<file path="config.mk">
export PLATFORM = sky130hd
export DESIGN_NAME = fpc_top
export DESIGN_NICKNAME = d
export VERILOG_FILES = /design/src/rtl/fpc_pkg.sv /design/src/rtl/fpc_debounce.sv /design/src/rtl/fpc_top.sv
export SDC_FILE = /design/constraint.sdc
export NUM_CORES = 1
export LEC_CHECK = 0
export BUFFER_PORTS_ARGS = -buffer_cell sky130_fd_sc_hd__buf_2
export CAP_MARGIN = 10
export CORE_MARGIN = 5
export CORE_UTILIZATION = 39
export CTS_CLUSTER_DIAMETER = 60
export CTS_CLUSTER_SIZE = 40
export DETAILED_ROUTE_END_ITERATION = 7
export GPL_TIMING_DRIVEN = 0
export PLACE_DENSITY = 0.57
export SYNTH_ARGS = -nofsm -noshare
export SYNTH_HDL_FRONTEND = slang
export SYNTH_SLANG_ARGS = --single-unit
</file>
<file path="constraint.sdc">
create_clock -name CORE_CLK_I -period 4.9 [get_ports CORE_CLK_I]
set_clock_uncertainty 0.2 [all_clocks]
set_input_delay 0 -clock CORE_CLK_I [delete_from_list [all_inputs] [get_ports CORE_CLK_I]]
set_output_delay 0 -clock CORE_CLK_I [all_outputs]
set_load 0.01 [all_outputs]
</file>
<file path="src/rtl/fpc_pkg.sv">
package fpc_pkg;

    // ****************************************
    // Register map (byte addresses)
    // ****************************************
    localparam logic [7:0] REG_CTRL_OFS   = 8'h00;
    localparam logic [7:0] REG_STAT_OFS   = 8'h04;
    localparam logic [7:0] REG_IRQ_OFS    = 8'h08;
    localparam logic [7:0] REG_MASK_OFS   = 8'h0C;
    localparam logic [7:0] REG_LIMIT_OFS  = 8'h10;
    localparam logic [7:0] REG_SEL_OFS    = 8'h14;

    // ****************************************
    // Field positions
    // ****************************************
    localparam int CTRL_REMOTE_BIT  = 0;
    localparam int CTRL_LOCKOUT_BIT = 1;
    localparam int CTRL_GOREM_BIT   = 2;
    localparam int CTRL_IN_BIT      = 8;
    localparam int CTRL_OUT_LSB     = 16;
    localparam int CTRL_INWR_BIT    = 3;
    localparam int CTRL_OUTWR_BIT   = 4;
    localparam int IRQ_OVL_BIT      = 0;
    localparam int IRQ_TRIP_BIT     = 1;
    localparam int IRQ_LOCAL_BIT    = 2;
    localparam int IRQ_W            = 3;

    // ****************************************
    // Reset values
    // ****************************************
    localparam logic       IN_RANGE_RST   = 1'b0;
    localparam logic [5:0] OUT_RANGE_RST  = 6'h01;
    localparam logic [2:0] MASK_RST       = 3'h0;
    localparam logic [7:0] COMP_LIM_RST   = 8'hFF;
    localparam logic [7:0] VIN_LIM_RST    = 8'hFF;

    // ****************************************
    // Band thresholds and timing
    // ****************************************
    localparam int FREQ_LOW_KHZ   = 100;
    localparam int FREQ_HIGH_KHZ  = 750;
    localparam int VIN_OVR_PCT    = 110;
    localparam int CLK_MHZ        = 250;
    localparam int DEBOUNCE_US    = 20;
    localparam int DEBOUNCE_CYC   = DEBOUNCE_US * CLK_MHZ;
    localparam int SCAN_US        = 1;
    localparam int SCAN_CYC       = SCAN_US * CLK_MHZ;

    // ****************************************
    // Carriers
    // ****************************************
    typedef struct packed {
        logic [19:0] freq_khz;
        logic [11:0] vin_pct;
        logic [7:0]  comp_v;
    } fpc_meas_t;

    typedef struct packed {
        logic       remote;
        logic       in_10v;
        logic [5:0] out_rng;
        logic [2:0] band;
    } fpc_stat_t;

    typedef enum logic [1:0] {
        FPC_LOCAL,
        FPC_REMOTE,
        FPC_LOCKED
    } fpc_ctl_t;

endpackage : fpc_pkg

</file>
<file path="src/rtl/fpc_debounce.sv">
`timescale 1ns/1ps
module fpc_debounce #(
    parameter int N      = 9,
    parameter int STABLE = 5000
) (
    // Clock and reset
    input  wire logic         clk_i,
    input  wire logic         rst_n_i,
    // Raw pins and clean events
    input  wire logic [N-1:0] raw_i,
    output logic      [N-1:0] press_o
);

    // ****************************************
    // Per-button synchroniser and filter
    // ****************************************
    genvar g;
    generate
        for (g = 0; g < N; g++)
        begin : g_btn
            logic        s1_reg;
            logic        s2_reg;
            logic        st_reg;
            logic        st_next;
            logic        p_reg;
            logic        p_next;
            logic [15:0] cnt_reg;
            logic [15:0] cnt_next;

            always_comb
            begin
                st_next  = st_reg;
                cnt_next = cnt_reg;
                p_next   = 1'b0;
                if (s2_reg == st_reg)
                begin
                    cnt_next = 16'h0000;
                end
                else if (cnt_reg == 16'(STABLE - 1))
                begin
                    // One event per settled press
                    cnt_next = 16'h0000;
                    st_next  = s2_reg;
                    p_next   = s2_reg;
                end
                else
                begin
                    cnt_next = cnt_reg + 16'h0001;
                end
            end

            always_ff @(posedge clk_i or negedge rst_n_i)
            begin
                if (!rst_n_i)
                begin
                    s1_reg  <= 1'b0;
                    s2_reg  <= 1'b0;
                    st_reg  <= 1'b0;
                    p_reg   <= 1'b0;
                    cnt_reg <= 16'h0000;
                end
                else
                begin
                    s1_reg  <= raw_i[g];
                    s2_reg  <= s1_reg;
                    st_reg  <= st_next;
                    p_reg   <= p_next;
                    cnt_reg <= cnt_next;
                end
            end

            assign press_o[g] = p_reg;
        end
    endgenerate

endmodule : fpc_debounce

</file>
<file path="src/rtl/fpc_top.sv">
`timescale 1ns/1ps
module fpc_top #(
    parameter int DEBOUNCE_CYC = fpc_pkg::DEBOUNCE_CYC,
    parameter int SCAN_CYC     = fpc_pkg::SCAN_CYC
) (
    // Clock and reset
    input  wire logic             CORE_CLK_I,
    input  wire logic             RST_N_I,
    // APB slave
    input  wire logic             PSEL_I,
    input  wire logic             PENABLE_I,
    input  wire logic             PWRITE_I,
    input  wire logic [7:0]       PADDR_I,
    input  wire logic [31:0]      PWDATA_I,
    output logic      [31:0]      PRDATA_O,
    output logic                  PREADY_O,
    output logic                  PSLVERR_O,
    // Panel buttons and switch
    input  wire logic [1:0]       IN_BTN_I,
    input  wire logic [5:0]       OUT_BTN_I,
    input  wire logic             REMOTE_BTN_I,
    input  wire logic             OVERRIDE_SW_I,
    // Measurements
    input  wire fpc_pkg::fpc_meas_t MEAS_I,
    input  wire logic [15:0]      COMP_BCD_I,
    // Lamps and outputs
    output logic      [1:0]       IN_LAMP_O,
    output logic      [5:0]       OUT_LAMP_O,
    output logic      [2:0]       BAND_LAMP_O,
    output logic                  OVL_LAMP_O,
    output logic                  REMOTE_LAMP_O,
    output logic                  RELAY_TRIP_O,
    output logic                  SRQ_O,
    output logic                  IRQ_O,
    output logic      [6:0]       SEG_O,
    output logic      [3:0]       DIG_O
);

    // ****************************************
    // Buttons and synchronisers
    // ****************************************
    logic [8:0]  press;
    logic        ovs1_reg;
    logic        ovs2_reg;
    logic [39:0] ms1_reg;
    logic [39:0] ms2_reg;
    logic [15:0] bs1_reg;
    logic [15:0] bs2_reg;
    fpc_pkg::fpc_meas_t meas;

    fpc_debounce #(
        .N      (9),
        .STABLE (DEBOUNCE_CYC)
    ) u_deb (
        .clk_i   (CORE_CLK_I),
        .rst_n_i (RST_N_I),
        .raw_i   ({REMOTE_BTN_I, OUT_BTN_I, IN_BTN_I}),
        .press_o (press)
    );

    // Measurements are slow levels; two-stage per bit is adequate
    always_ff @(posedge CORE_CLK_I or negedge RST_N_I)
    begin
        if (!RST_N_I)
        begin
            ovs1_reg <= 1'b0;
            ovs2_reg <= 1'b0;
            ms1_reg  <= 40'h0;
            ms2_reg  <= 40'h0;
            bs1_reg  <= 16'h0;
            bs2_reg  <= 16'h0;
        end
        else
        begin
            ovs1_reg <= OVERRIDE_SW_I;
            ovs2_reg <= ovs1_reg;
            ms1_reg  <= MEAS_I;
            ms2_reg  <= ms1_reg;
            bs1_reg  <= COMP_BCD_I;
            bs2_reg  <= bs1_reg;
        end
    end
    assign meas = ms2_reg;

    // ****************************************
    // Control state
    // ****************************************
    fpc_pkg::fpc_ctl_t ctl_reg, ctl_next;
    logic        in_reg, in_next;
    logic [5:0]  out_reg, out_next;
    logic [2:0]  irq_reg, irq_next;
    logic [2:0]  mask_reg, mask_next;
    logic [7:0]  clim_reg, clim_next;
    logic [7:0]  vlim_reg, vlim_next;
    logic        trip_reg, trip_next;
    logic [2:0]  band_reg, band_next;
    logic        ovl_reg, ovl_next;
    logic        wr_acc;
    logic        rd_acc;
    logic        remote;
    logic        go_local;
    logic        ovl_now;
    logic        hard_ovl;
    logic [2:0]  irq_set;
    logic [7:0]  i_lim;
    logic [11:0] v_lim;

    assign wr_acc = PSEL_I & PENABLE_I & PWRITE_I;
    assign rd_acc = PSEL_I & PENABLE_I & ~PWRITE_I;
    assign remote = (ctl_reg != fpc_pkg::FPC_LOCAL);

    // ****************************************
    // Overload evaluation
    // ****************************************
    always_comb
    begin
        // The top current range (out_reg[5]) tolerates half the compliance
        i_lim = out_reg[5] ? (clim_reg >> 1) : clim_reg;
        // Input limit scaled in percent of selected range
        v_lim = 12'(fpc_pkg::VIN_OVR_PCT);
        band_next = 3'b001;
        if (meas.freq_khz > 20'(fpc_pkg::FREQ_HIGH_KHZ))
        begin
            band_next = 3'b100;
        end
        else if (meas.freq_khz >= 20'(fpc_pkg::FREQ_LOW_KHZ))
        begin
            band_next = 3'b010;
        end
        hard_ovl = meas.vin_pct > v_lim;
        ovl_now  = (meas.comp_v > i_lim)
                 | (meas.vin_pct > {4'h0, vlim_reg})
                 | (out_reg[5] & ~band_next[0])
                 | hard_ovl;
        ovl_next = ovl_now;
        // Trip latches until a new range is chosen while no overload is present
        trip_next = trip_reg;
        if (hard_ovl | (ovl_now & ~ovs2_reg))
        begin
            trip_next = 1'b1;
        end
        else if (!ovl_now && (in_next != in_reg || out_next != out_reg))
        begin
            trip_next = 1'b0;
        end
    end

    // ****************************************
    // Ranges, remote state, registers
    // ****************************************
    always_comb
    begin
        ctl_next  = ctl_reg;
        in_next   = in_reg;
        out_next  = out_reg;
        mask_next = mask_reg;
        clim_next = clim_reg;
        vlim_next = vlim_reg;
        go_local  = 1'b0;
        // Panel selections only in local operation
        if (!remote)
        begin
            if (press[0])
            begin
                in_next = 1'b0;
            end
            else if (press[1])
            begin
                in_next = 1'b1;
            end
            for (int k = 0; k < 6; k++)
            begin
                if (press[2+k])
                begin
                    out_next = 6'h01 << k;
                end
            end
        end
        if (press[8] && ctl_reg == fpc_pkg::FPC_REMOTE)
        begin
            ctl_next = fpc_pkg::FPC_LOCAL;
            go_local = 1'b1;
        end
        if (wr_acc)
        begin
            unique case (PADDR_I)
                fpc_pkg::REG_CTRL_OFS:
                begin
                    if (PWDATA_I[fpc_pkg::CTRL_GOREM_BIT])
                    begin
                        ctl_next = PWDATA_I[fpc_pkg::CTRL_LOCKOUT_BIT] ?
                                   fpc_pkg::FPC_LOCKED :
                                   (PWDATA_I[fpc_pkg::CTRL_REMOTE_BIT] ?
                                    fpc_pkg::FPC_REMOTE : fpc_pkg::FPC_LOCAL);
                    end
                    if (PWDATA_I[fpc_pkg::CTRL_INWR_BIT])
                    begin
                        in_next = PWDATA_I[fpc_pkg::CTRL_IN_BIT];
                    end
                    if (PWDATA_I[fpc_pkg::CTRL_OUTWR_BIT] &&
                        $onehot(PWDATA_I[fpc_pkg::CTRL_OUT_LSB +: 6]))
                    begin
                        out_next = PWDATA_I[fpc_pkg::CTRL_OUT_LSB +: 6];
                    end
                end
                fpc_pkg::REG_MASK_OFS:
                begin
                    mask_next = PWDATA_I[2:0];
                end
                fpc_pkg::REG_LIMIT_OFS:
                begin
                    clim_next = PWDATA_I[7:0];
                    vlim_next = PWDATA_I[15:8];
                end
                default:
                begin
                end
            endcase
        end
        // Set wins over write-one-to-clear
        irq_set = {go_local, trip_next & ~trip_reg, ovl_now & ~ovl_reg};
        irq_next = irq_reg;
        if (wr_acc && PADDR_I == fpc_pkg::REG_IRQ_OFS)
        begin
            irq_next = irq_reg & ~PWDATA_I[2:0];
        end
        irq_next = irq_next | irq_set;
    end

    always_ff @(posedge CORE_CLK_I or negedge RST_N_I)
    begin
        if (!RST_N_I)
        begin
            ctl_reg  <= fpc_pkg::FPC_LOCAL;
            in_reg   <= fpc_pkg::IN_RANGE_RST;
            out_reg  <= fpc_pkg::OUT_RANGE_RST;
            irq_reg  <= 3'h0;
            mask_reg <= fpc_pkg::MASK_RST;
            clim_reg <= fpc_pkg::COMP_LIM_RST;
            vlim_reg <= fpc_pkg::VIN_LIM_RST;
            trip_reg <= 1'b0;
            band_reg <= 3'b001;
            ovl_reg  <= 1'b0;
        end
        else
        begin
            ctl_reg  <= ctl_next;
            in_reg   <= in_next;
            out_reg  <= out_next;
            irq_reg  <= irq_next;
            mask_reg <= mask_next;
            clim_reg <= clim_next;
            vlim_reg <= vlim_next;
            trip_reg <= trip_next;
            band_reg <= band_next;
            ovl_reg  <= ovl_next;
        end
    end

    // ****************************************
    // APB read and output registers
    // ****************************************
    logic [31:0] rd_next;
    logic        err_next;

    always_comb
    begin
        rd_next  = 32'h0;
        err_next = 1'b0;
        if (rd_acc)
        begin
            unique case (PADDR_I)
                fpc_pkg::REG_CTRL_OFS:
                    rd_next = {10'h0, out_reg, 7'h0, in_reg,
                               6'h0, ctl_reg == fpc_pkg::FPC_LOCKED, remote};
                fpc_pkg::REG_STAT_OFS:
                    rd_next = {21'h0, remote, in_reg, out_reg, ovl_reg, trip_reg, 1'b0};
                fpc_pkg::REG_IRQ_OFS:
                    rd_next = {29'h0, irq_reg};
                fpc_pkg::REG_MASK_OFS:
                    rd_next = {29'h0, mask_reg};
                fpc_pkg::REG_LIMIT_OFS:
                    rd_next = {16'h0, vlim_reg, clim_reg};
                fpc_pkg::REG_SEL_OFS:
                    rd_next = {29'h0, band_reg};
                default:
                    err_next = 1'b1;
            endcase
        end
        else if (wr_acc)
        begin
            err_next = !(PADDR_I == fpc_pkg::REG_CTRL_OFS || PADDR_I == fpc_pkg::REG_IRQ_OFS
                      || PADDR_I == fpc_pkg::REG_MASK_OFS || PADDR_I == fpc_pkg::REG_LIMIT_OFS);
        end
    end

    // ****************************************
    // Seven-segment scan
    // ****************************************
    logic [15:0] scan_reg, scan_next;
    logic [1:0]  dig_reg, dig_next;
    logic [3:0]  nib;
    logic [6:0]  seg;

    always_comb
    begin
        scan_next = scan_reg + 16'h0001;
        dig_next  = dig_reg;
        if (scan_reg == 16'(SCAN_CYC - 1))
        begin
            scan_next = 16'h0000;
            dig_next  = dig_reg + 2'h1;
        end
        nib = bs2_reg[dig_reg*4 +: 4];
        unique case (nib)
            4'h0: seg = 7'h3F;
            4'h1: seg = 7'h06;
            4'h2: seg = 7'h5B;
            4'h3: seg = 7'h4F;
            4'h4: seg = 7'h66;
            4'h5: seg = 7'h6D;
            4'h6: seg = 7'h7D;
            4'h7: seg = 7'h07;
            4'h8: seg = 7'h7F;
            4'h9: seg = 7'h6F;
            default: seg = 7'h00;
        endcase
    end

    always_ff @(posedge CORE_CLK_I or negedge RST_N_I)
    begin
        if (!RST_N_I)
        begin
            scan_reg      <= 16'h0;
            dig_reg       <= 2'h0;
            PRDATA_O      <= 32'h0;
            PREADY_O      <= 1'b0;
            PSLVERR_O     <= 1'b0;
            IN_LAMP_O     <= 2'b01;
            OUT_LAMP_O    <= fpc_pkg::OUT_RANGE_RST;
            BAND_LAMP_O   <= 3'b001;
            OVL_LAMP_O    <= 1'b0;
            REMOTE_LAMP_O <= 1'b0;
            RELAY_TRIP_O  <= 1'b0;
            SRQ_O         <= 1'b0;
            IRQ_O         <= 1'b0;
            SEG_O         <= 7'h0;
            DIG_O         <= 4'h0;
        end
        else
        begin
            scan_reg      <= scan_next;
            dig_reg       <= dig_next;
            PRDATA_O      <= rd_next;
            PREADY_O      <= PSEL_I & PENABLE_I & ~PREADY_O;
            PSLVERR_O     <= err_next & ~PREADY_O;
            IN_LAMP_O     <= {in_next, ~in_next};
            OUT_LAMP_O    <= out_next;
            BAND_LAMP_O   <= band_next;
            OVL_LAMP_O    <= ovl_next;
            REMOTE_LAMP_O <= ctl_next != fpc_pkg::FPC_LOCAL;
            RELAY_TRIP_O  <= trip_next;
            SRQ_O         <= irq_next[fpc_pkg::IRQ_OVL_BIT];
            IRQ_O         <= |(irq_next & mask_next);
            SEG_O         <= seg;
            DIG_O         <= 4'h1 << dig_reg;
        end
    end

endmodule : fpc_top

</file>
; Word-level counts from Yosys, hierarchy flattened
; Memories as Yosys holds them, arrays and structs flattened. A register that Yosys moved wholly into a read port is not among the register bits.
; Index checks and enable logic that the tools add are counted.
[classes]
n_lt_le_gt_ge = 5
reduce_logical = 26
mux = 73
bitwise = 33
n_addsub = 16
shifts = 2
eq_ne = 29
[op_table]
columns = operator, count
row1 = 16-bit two-way mux, 19
row2 = 16-bit by 1-bit adder with 16-bit output (second input constant), 10
row3 = 16-bit by 13-bit == test with 1-bit output (second input constant), 9
row4 = 22-bit one-hot mux with 6 select lines, 1
row5 = 6-bit two-way mux, 10
row6 = 32-bit two-way mux, 1
row7 = 1-bit two-way mux, 31
row8 = 20-bit by 7-bit >= comparator with 1-bit output (second input constant), 1
row9 = 20-bit by 10-bit > comparator with 1-bit output (second input constant), 1
row10 = 2-bit AND reduction, 10
row11 = 16-bit by 8-bit == test with 1-bit output (second input constant), 1
row12 = 8-bit by 4-bit == test with 1-bit output (second input constant), 2
row13 = 8-bit by 5-bit == test with 1-bit output (second input constant), 2
row14 = 1-bit NOT, 16
row15 = 16-bit by 5-bit variable part select with 4-bit output, 1
row16 = 12-bit by 7-bit > comparator with 1-bit output (second input constant), 1
row17 = 12-bit by 8-bit > comparator with 1-bit output, 1
row18 = 2-bit two-way mux, 6
row19 = 3-bit two-way mux, 4
row20 = 1-bit bitwise AND, 9
row21 = 1-bit == test, 9
row22 = 8-bit by 3-bit == test with 1-bit output (second input constant), 1
row23 = 8-bit > comparator, 1
row24 = 8-bit zero test, 1
row25 = other kinds (21), 36
[word_totals]
n_memories = 1
regBits = 391
elab_cells = 256
mem_bits_ro = 112
in_bits = 111
[memory_table]
columns = name, words, width, rd, rd_ports_with_merged_regs, wr, line_no
row1 = (name not given), 16, 7, 1, 1, 0, fpc_top.sv:315  ; unique case (nib)

; Depth between registers and ports, before layout
[depth]
ltp_word = 19
depth_mapped = 13

; Cells and area by module
; A second synthesis with hierarchy kept.
[unflattened]
cells_unflattened = 1404
hier_area_um2 = 16266.9
[by_module_without_submodules]
columns = module, area_per_inst_um2, n_inst, seq_area_each_um2, cells_per_inst
row1 = fpc_debounce, 8256.7, 1, 4504.3, 790
row2 = fpc_top, 8010.2, 1, 5178.7, 614

; Worst setup path before layout
; No wires, ideal clock.
[synth_timing]
path_kind = input-to-reg
from = in PWDATA_I[16]
to = reg RELAY_TRIP_O
path_slack_ns = 1.449
stages = 13
required_time_ns = 4.599
t_arrival_ns = 3.151
cell_sequence = inv_1 fa_1 fa_1 inv_1 ha_1 fa_1 nor4bb_1 and4_1 buf_2 a31oi_1 o211ai_1 o2111ai_1 o311ai_2
[synth_via]
elab_chain_len = 13
[synth_rtl]
columns = element, line_no
row1 = from (decl), fpc_top.sv:14  ; input wire logic [31:0] PWDATA_I,
row2 = 1-bit by 1-bit adder with 2-bit output, fpc_top.sv:201  ; $onehot(PWDATA_I[fpc_pkg::CTRL_OUT_LSB +: 6]))
row3 = 2-bit by 2-bit adder with 3-bit output, fpc_top.sv:201
row4 = 3-bit by 2-bit adder with 3-bit output, fpc_top.sv:201
row5 = 3-bit by 1-bit == test with 1-bit output, fpc_top.sv:201
row6 = 1-bit logical AND, fpc_top.sv:200  ; if (PWDATA_I[fpc_pkg::CTRL_OUTWR_BIT] &&
row7 = 6-bit two-way mux (*), fpc_top.sv:200
row8 = 6-bit two-way mux (*), fpc_top.sv:186  ; unique case (PADDR_I)
row9 = 6-bit two-way mux (*), fpc_top.sv:184  ; if (wr_acc)
row10 = 6-bit inequality test (*), fpc_top.sv:142  ; else if (!ovl_now && (in_next != in_reg || out_next != out_reg))
row11 = 1-bit logical OR (*), fpc_top.sv:142
row12 = 1-bit logical AND (*), fpc_top.sv:142
row13 = 1-bit two-way mux (*), fpc_top.sv:142
row14 = 1-bit two-way mux (*), fpc_top.sv:138  ; if (hard_ovl | (ovl_now & ~ovs2_reg))
row15 = named net trip_next, fpc_top.sv:95  ; logic trip_reg, trip_next;
row16 = to (signal assigned), fpc_top.sv:362  ; RELAY_TRIP_O <= trip_next;
row17 = to (decl), fpc_top.sv:32  ; output logic RELAY_TRIP_O,
; Mark *: on every way through the listed nets, which the timed path passes. The rest lies on a longest branch.
; A chain may end at the register's enable or synchronous reset.

; Worst setup path after layout
[layout_timing]
from = in PWDATA_I[16]
to = reg OUT_LAMP_O[1]
[layout_via]
elab_chain_len = 8
[layout_rtl]
columns = element, line_no
row1 = 1-bit by 1-bit adder with 2-bit output, fpc_top.sv:201
row2 = 2-bit by 2-bit adder with 3-bit output, fpc_top.sv:201
row3 = 3-bit by 2-bit adder with 3-bit output, fpc_top.sv:201
row4 = 3-bit by 1-bit == test with 1-bit output, fpc_top.sv:201
row5 = 1-bit logical AND, fpc_top.sv:200
row6 = 6-bit two-way mux, fpc_top.sv:200
row7 = 6-bit two-way mux, fpc_top.sv:186
row8 = 6-bit two-way mux, fpc_top.sv:184
row9 = named net out_next[1], fpc_top.sv:90  ; logic [5:0] out_reg, out_next;
row10 = to (signal assigned), fpc_top.sv:340  ; OUT_LAMP_O <= fpc_pkg::OUT_RANGE_RST;
row11 = to (signal assigned), fpc_top.sv:358  ; OUT_LAMP_O <= out_next;
row12 = to (decl), fpc_top.sv:28  ; output logic [5:0] OUT_LAMP_O,
; The timed path passes the listed nets, and every way through them passes these cells.

==> run_results.csv <==
group,metric,value,unit
synth,yosysMostFrequentCell,"dfrtp_1",
grt,grtUsageTotal,0.157,
floorplanning,num_rows,74,
timing,period_share,0.938,
detailed_routing,dr.pass1.iters,6,
synth,synth.top_cell.area_share,0.576,
synth,synthMuxAreaShare,0.0326,
finish,layout.nets,1904,
finish,area_delta_synth_final,29.1,%
timing,final-hold-violation-count,0,
clocking,htree_num_levels,1,
run,drv_cap,0,
critical_path,start_kind,"primary input",
synth,synth_top_family_by_area,"simple AND/OR/NAND/NOR gates",
timing,finalMaxSlewViolations,0,
finish,diodes,0,
critical_path,worstPathRequired,5.18,ns
synth,synth_area_leaders,"dfrtp_1 (58%), nor2_1 (5.2%), xor2_1 (5.1%)",
detailed_routing,via_count,11100,
detailed_routing,wl_met2,16400,um
clocking,cts_made_buffers,30,
detailed_routing,routedWlPerCell,15.2,um
synth,synth_cell_types,63,
detailed_routing,routed.top_layer,"met5",
timing,timing.fmax,218,MHz
grt,grt_pass1_vias,11400,
synth,synth_xor_area_frac,0.0847,
synth,yosys_most_used_dff,"dfrtp_1",
clocking,cts_root_buffer,"clkbuf_16",
critical_path,worstSetupPathType,"primary input to flip-flop",
grt,grt_overflow_total,0,
place,portBuffers,150,
finish,drive_gt1_frac,0.162,
detailed_routing,drt_iter0_drc,731,
detailed_routing,viasPerCell,4.83,
timing,fin_crit,4.60,ns
synth,synth_seq_cells,386,
place,pre_cts_ws,0.684,ns
synth,ys_seq_area_frac,0.608,
detailed_routing,drt-total-wl,35100,um
clocking,clock_latency,0.60,ns
synth,synthArstFlopShare,1.00,
grt,grt_max_degree,110,
floorplanning,pin_count,172,
floorplanning,die_area,0.0450,mm2
synth,yosysWarnings,0,
grt,antenna_found_initial,3,
synth,synth.avg_cell_area,11.6,um2
finish,final_util,0.506,
hold_path,worstHoldPathType,"primary input to flip-flop",
critical_path,worstSetupEndpointType,"flip-flop",
grt,grt_pass1_wl,58600,um
power_and_ir_drop,irDropWorstVdd,246,uV
finish,largest_register_ffs,144,
synth,synth_adder_area_share,0.0336,
clocking,cts_tree,"yes",
clocking,cts.sinks,386,
critical_path,critPathMaxFanout,10,
critical_path,critPathArrivalTime,4.88,ns
detailed_routing,wl_met3,2020,um
power_and_ir_drop,power_density,315,mW/mm2
place,dp.final_hpwl,23800,um
floorplanning,die_x,212,um
detailed_routing,met1Wirelength,15900,um
synth,yosys.area.top_type,"dfrtp_1",
timing,worst_pin_slew,0.999,ns
clocking,cts_setup_buffers,0,
detailed_routing,drc,0,
timing,setup_viol,0,
power_and_ir_drop,p_leak,0.00942,uW
synth,netlist_top_cells_count,"dfrtp_1 (367), nor2_1 (220), nand2_1 (92), xor2_1 (92), xnor2_1 (62)",
clocking,clk_path_buf_depth,3,
timing,setup_ws,0.305,ns
timing,slew_headroom,0.329,
run_status,status,"completed",
floorplanning,core,0.0406,mm2
floorplanning,initial_core_util,0.392,
floorplanning,die_h,212,um
synth,synth_compound_area_frac,0.0463,
detailed_routing,antenna_left,0,
synth,synth-simple-area-share,0.174,
clocking,clk_pin_slew,0.09,ns
place,gp_congestion,0.833,
synth,postSynthCellCount,1369,
timing,fin_hold_ws,0.0429,ns
timing,rsz0062_at_grt,"no",
synth,synth_edf_count,0,
synth,synth_area,0.0159,mm2
## worst max-delay path, stage by stage
cell and delay, ns:
dlygate4sd3_1 0.51, buf_2 0.18, inv_1 0.10, fa_1 0.49, fa_1 0.49, inv_1 0.04, ha_1 0.18, fa_1 0.44
nor4bb_2 0.59, and4_1 0.31, buf_2 0.23, nand2_1 0.09, dlygate4sd3_1 0.56, o21a_1 0.10, dlygate4sd3_1 0.54
## power breakdown
part / internal [uW] / switching [uW] / leakage (uW) / total [uW]
sequential: 3270 / 45.2 / 0.00492 / 3310
combinational: 199 / 195 / 0.00394 / 394
clock: 1300 / 1470 / 0.000559 / 2770
total: 4760 / 1710 / 0.00942 / 6470
## worst paths after layout
check / cells after the start / endpoint / slack (ns) / startpoint
setup / recovery: 15 / OUT_LAMP_O[1]$_DFF_PN0_ / 0.30 / PWDATA_I[16]
hold reg to reg: 0 / meas[35]$_DFF_PN0_ / 0.13 / ms1_reg[35]$_DFF_PN0_
hold / removal: 3 / clim_reg[6]$_DFFE_PN1P_ / 0.04 / PWDATA_I[6]
setup reg to reg: 10 / IRQ_O$_DFF_PN0_ / 1.56 / OUT_LAMP_O[5]$_DFF_PN0_
max in group asynchronous: 5 / u_deb.g_btn[6].cnt_reg[15]$_DFF_PN0_ / 3.22 / RST_N_I
min in group asynchronous: 4 / u_deb.g_btn[4].cnt_reg[10]$_DFF_PN0_ / 0.34 / RST_N_I
## cells in the final DEF (no fill, tap or decap), drive strengths merged, types with 4 or more instances in the layout
cell type / count
a211oi: 7
a21oi: 25
a22o: 6
a22oi: 12
and2: 11
and3: 49
and4: 19
buf: 169
clkbuf: 47
clkinv: 9
conb: 10
dfrtp: 367
dfstp: 19
dlygate4sd3: 188
ha: 38
inv: 62
mux2: 31
mux2i: 8
mux4: 4
nand2: 92
nand2b: 7
nand3: 45
nand3b: 4
nand4: 38
nor2: 220
nor2b: 5
nor3: 16
nor3b: 15
nor4: 18
nor4b: 9
o211ai: 8
o21ai: 18
or3: 5
xnor2: 62
xor2: 92
## layout make-up
| type | count | area (um2) |
|---|---|---|
| Buffer | 32 | 168 |
| Clock inverter | 26 | 422 |
| Tap cell | 532 | 666 |
| Sequential cell | 386 | 9680 |
| Multi-Input combinational cell | 915 | 5950 |
| Inverter | 45 | 169 |
| Timing Repair Buffer | 342 | 2750 |
| Fill cell | 3571 | 20100 |
| Clock buffer | 30 | 751 |
## kinds of logic (layout without fill, tap and decap cells)
group	count (synthesis)	after routing
XOR/XNOR	154	154
multiplexers	43	43
other	1	10
AND/OR/NAND/NOR	560	560
AO/OA/AOI/OAI	107	107
adder cells (fa/ha/maj)	41	41
buffers and inverters	77	475
flip-flops	386	386
## repair_timing
item,4_1_cts,5_1_grt
endpoints found under the hold margin,320,0
resized for setup,0,1
hold buffers,189,0
endpoints found under the setup margin,0,1
## routing by layer
layer / vias up / global-route usage
met3: 55 / 0.0319
met5: - / 0
met1: 5415 / 0.219
met2: 220 / 0.256
met4: 6 / 0.0351
li1: 5443 / -
## metrics by stage
step           setup TNS [ns]  cell area (um2)  instances  total power (uW)
2_1_floorplan               0            16000       1378              3480
3_3_place_gp         -1425.68            17400       2060              3640
3_5_place_dp                0            17500       2063              3660
4_1_cts                     0            20600       2308              6570
5_1_grt                     0            20600       2308              6750
6_report                    0            20600       2308              6470
No activity file was read; power rests on OpenSTA's default activity.
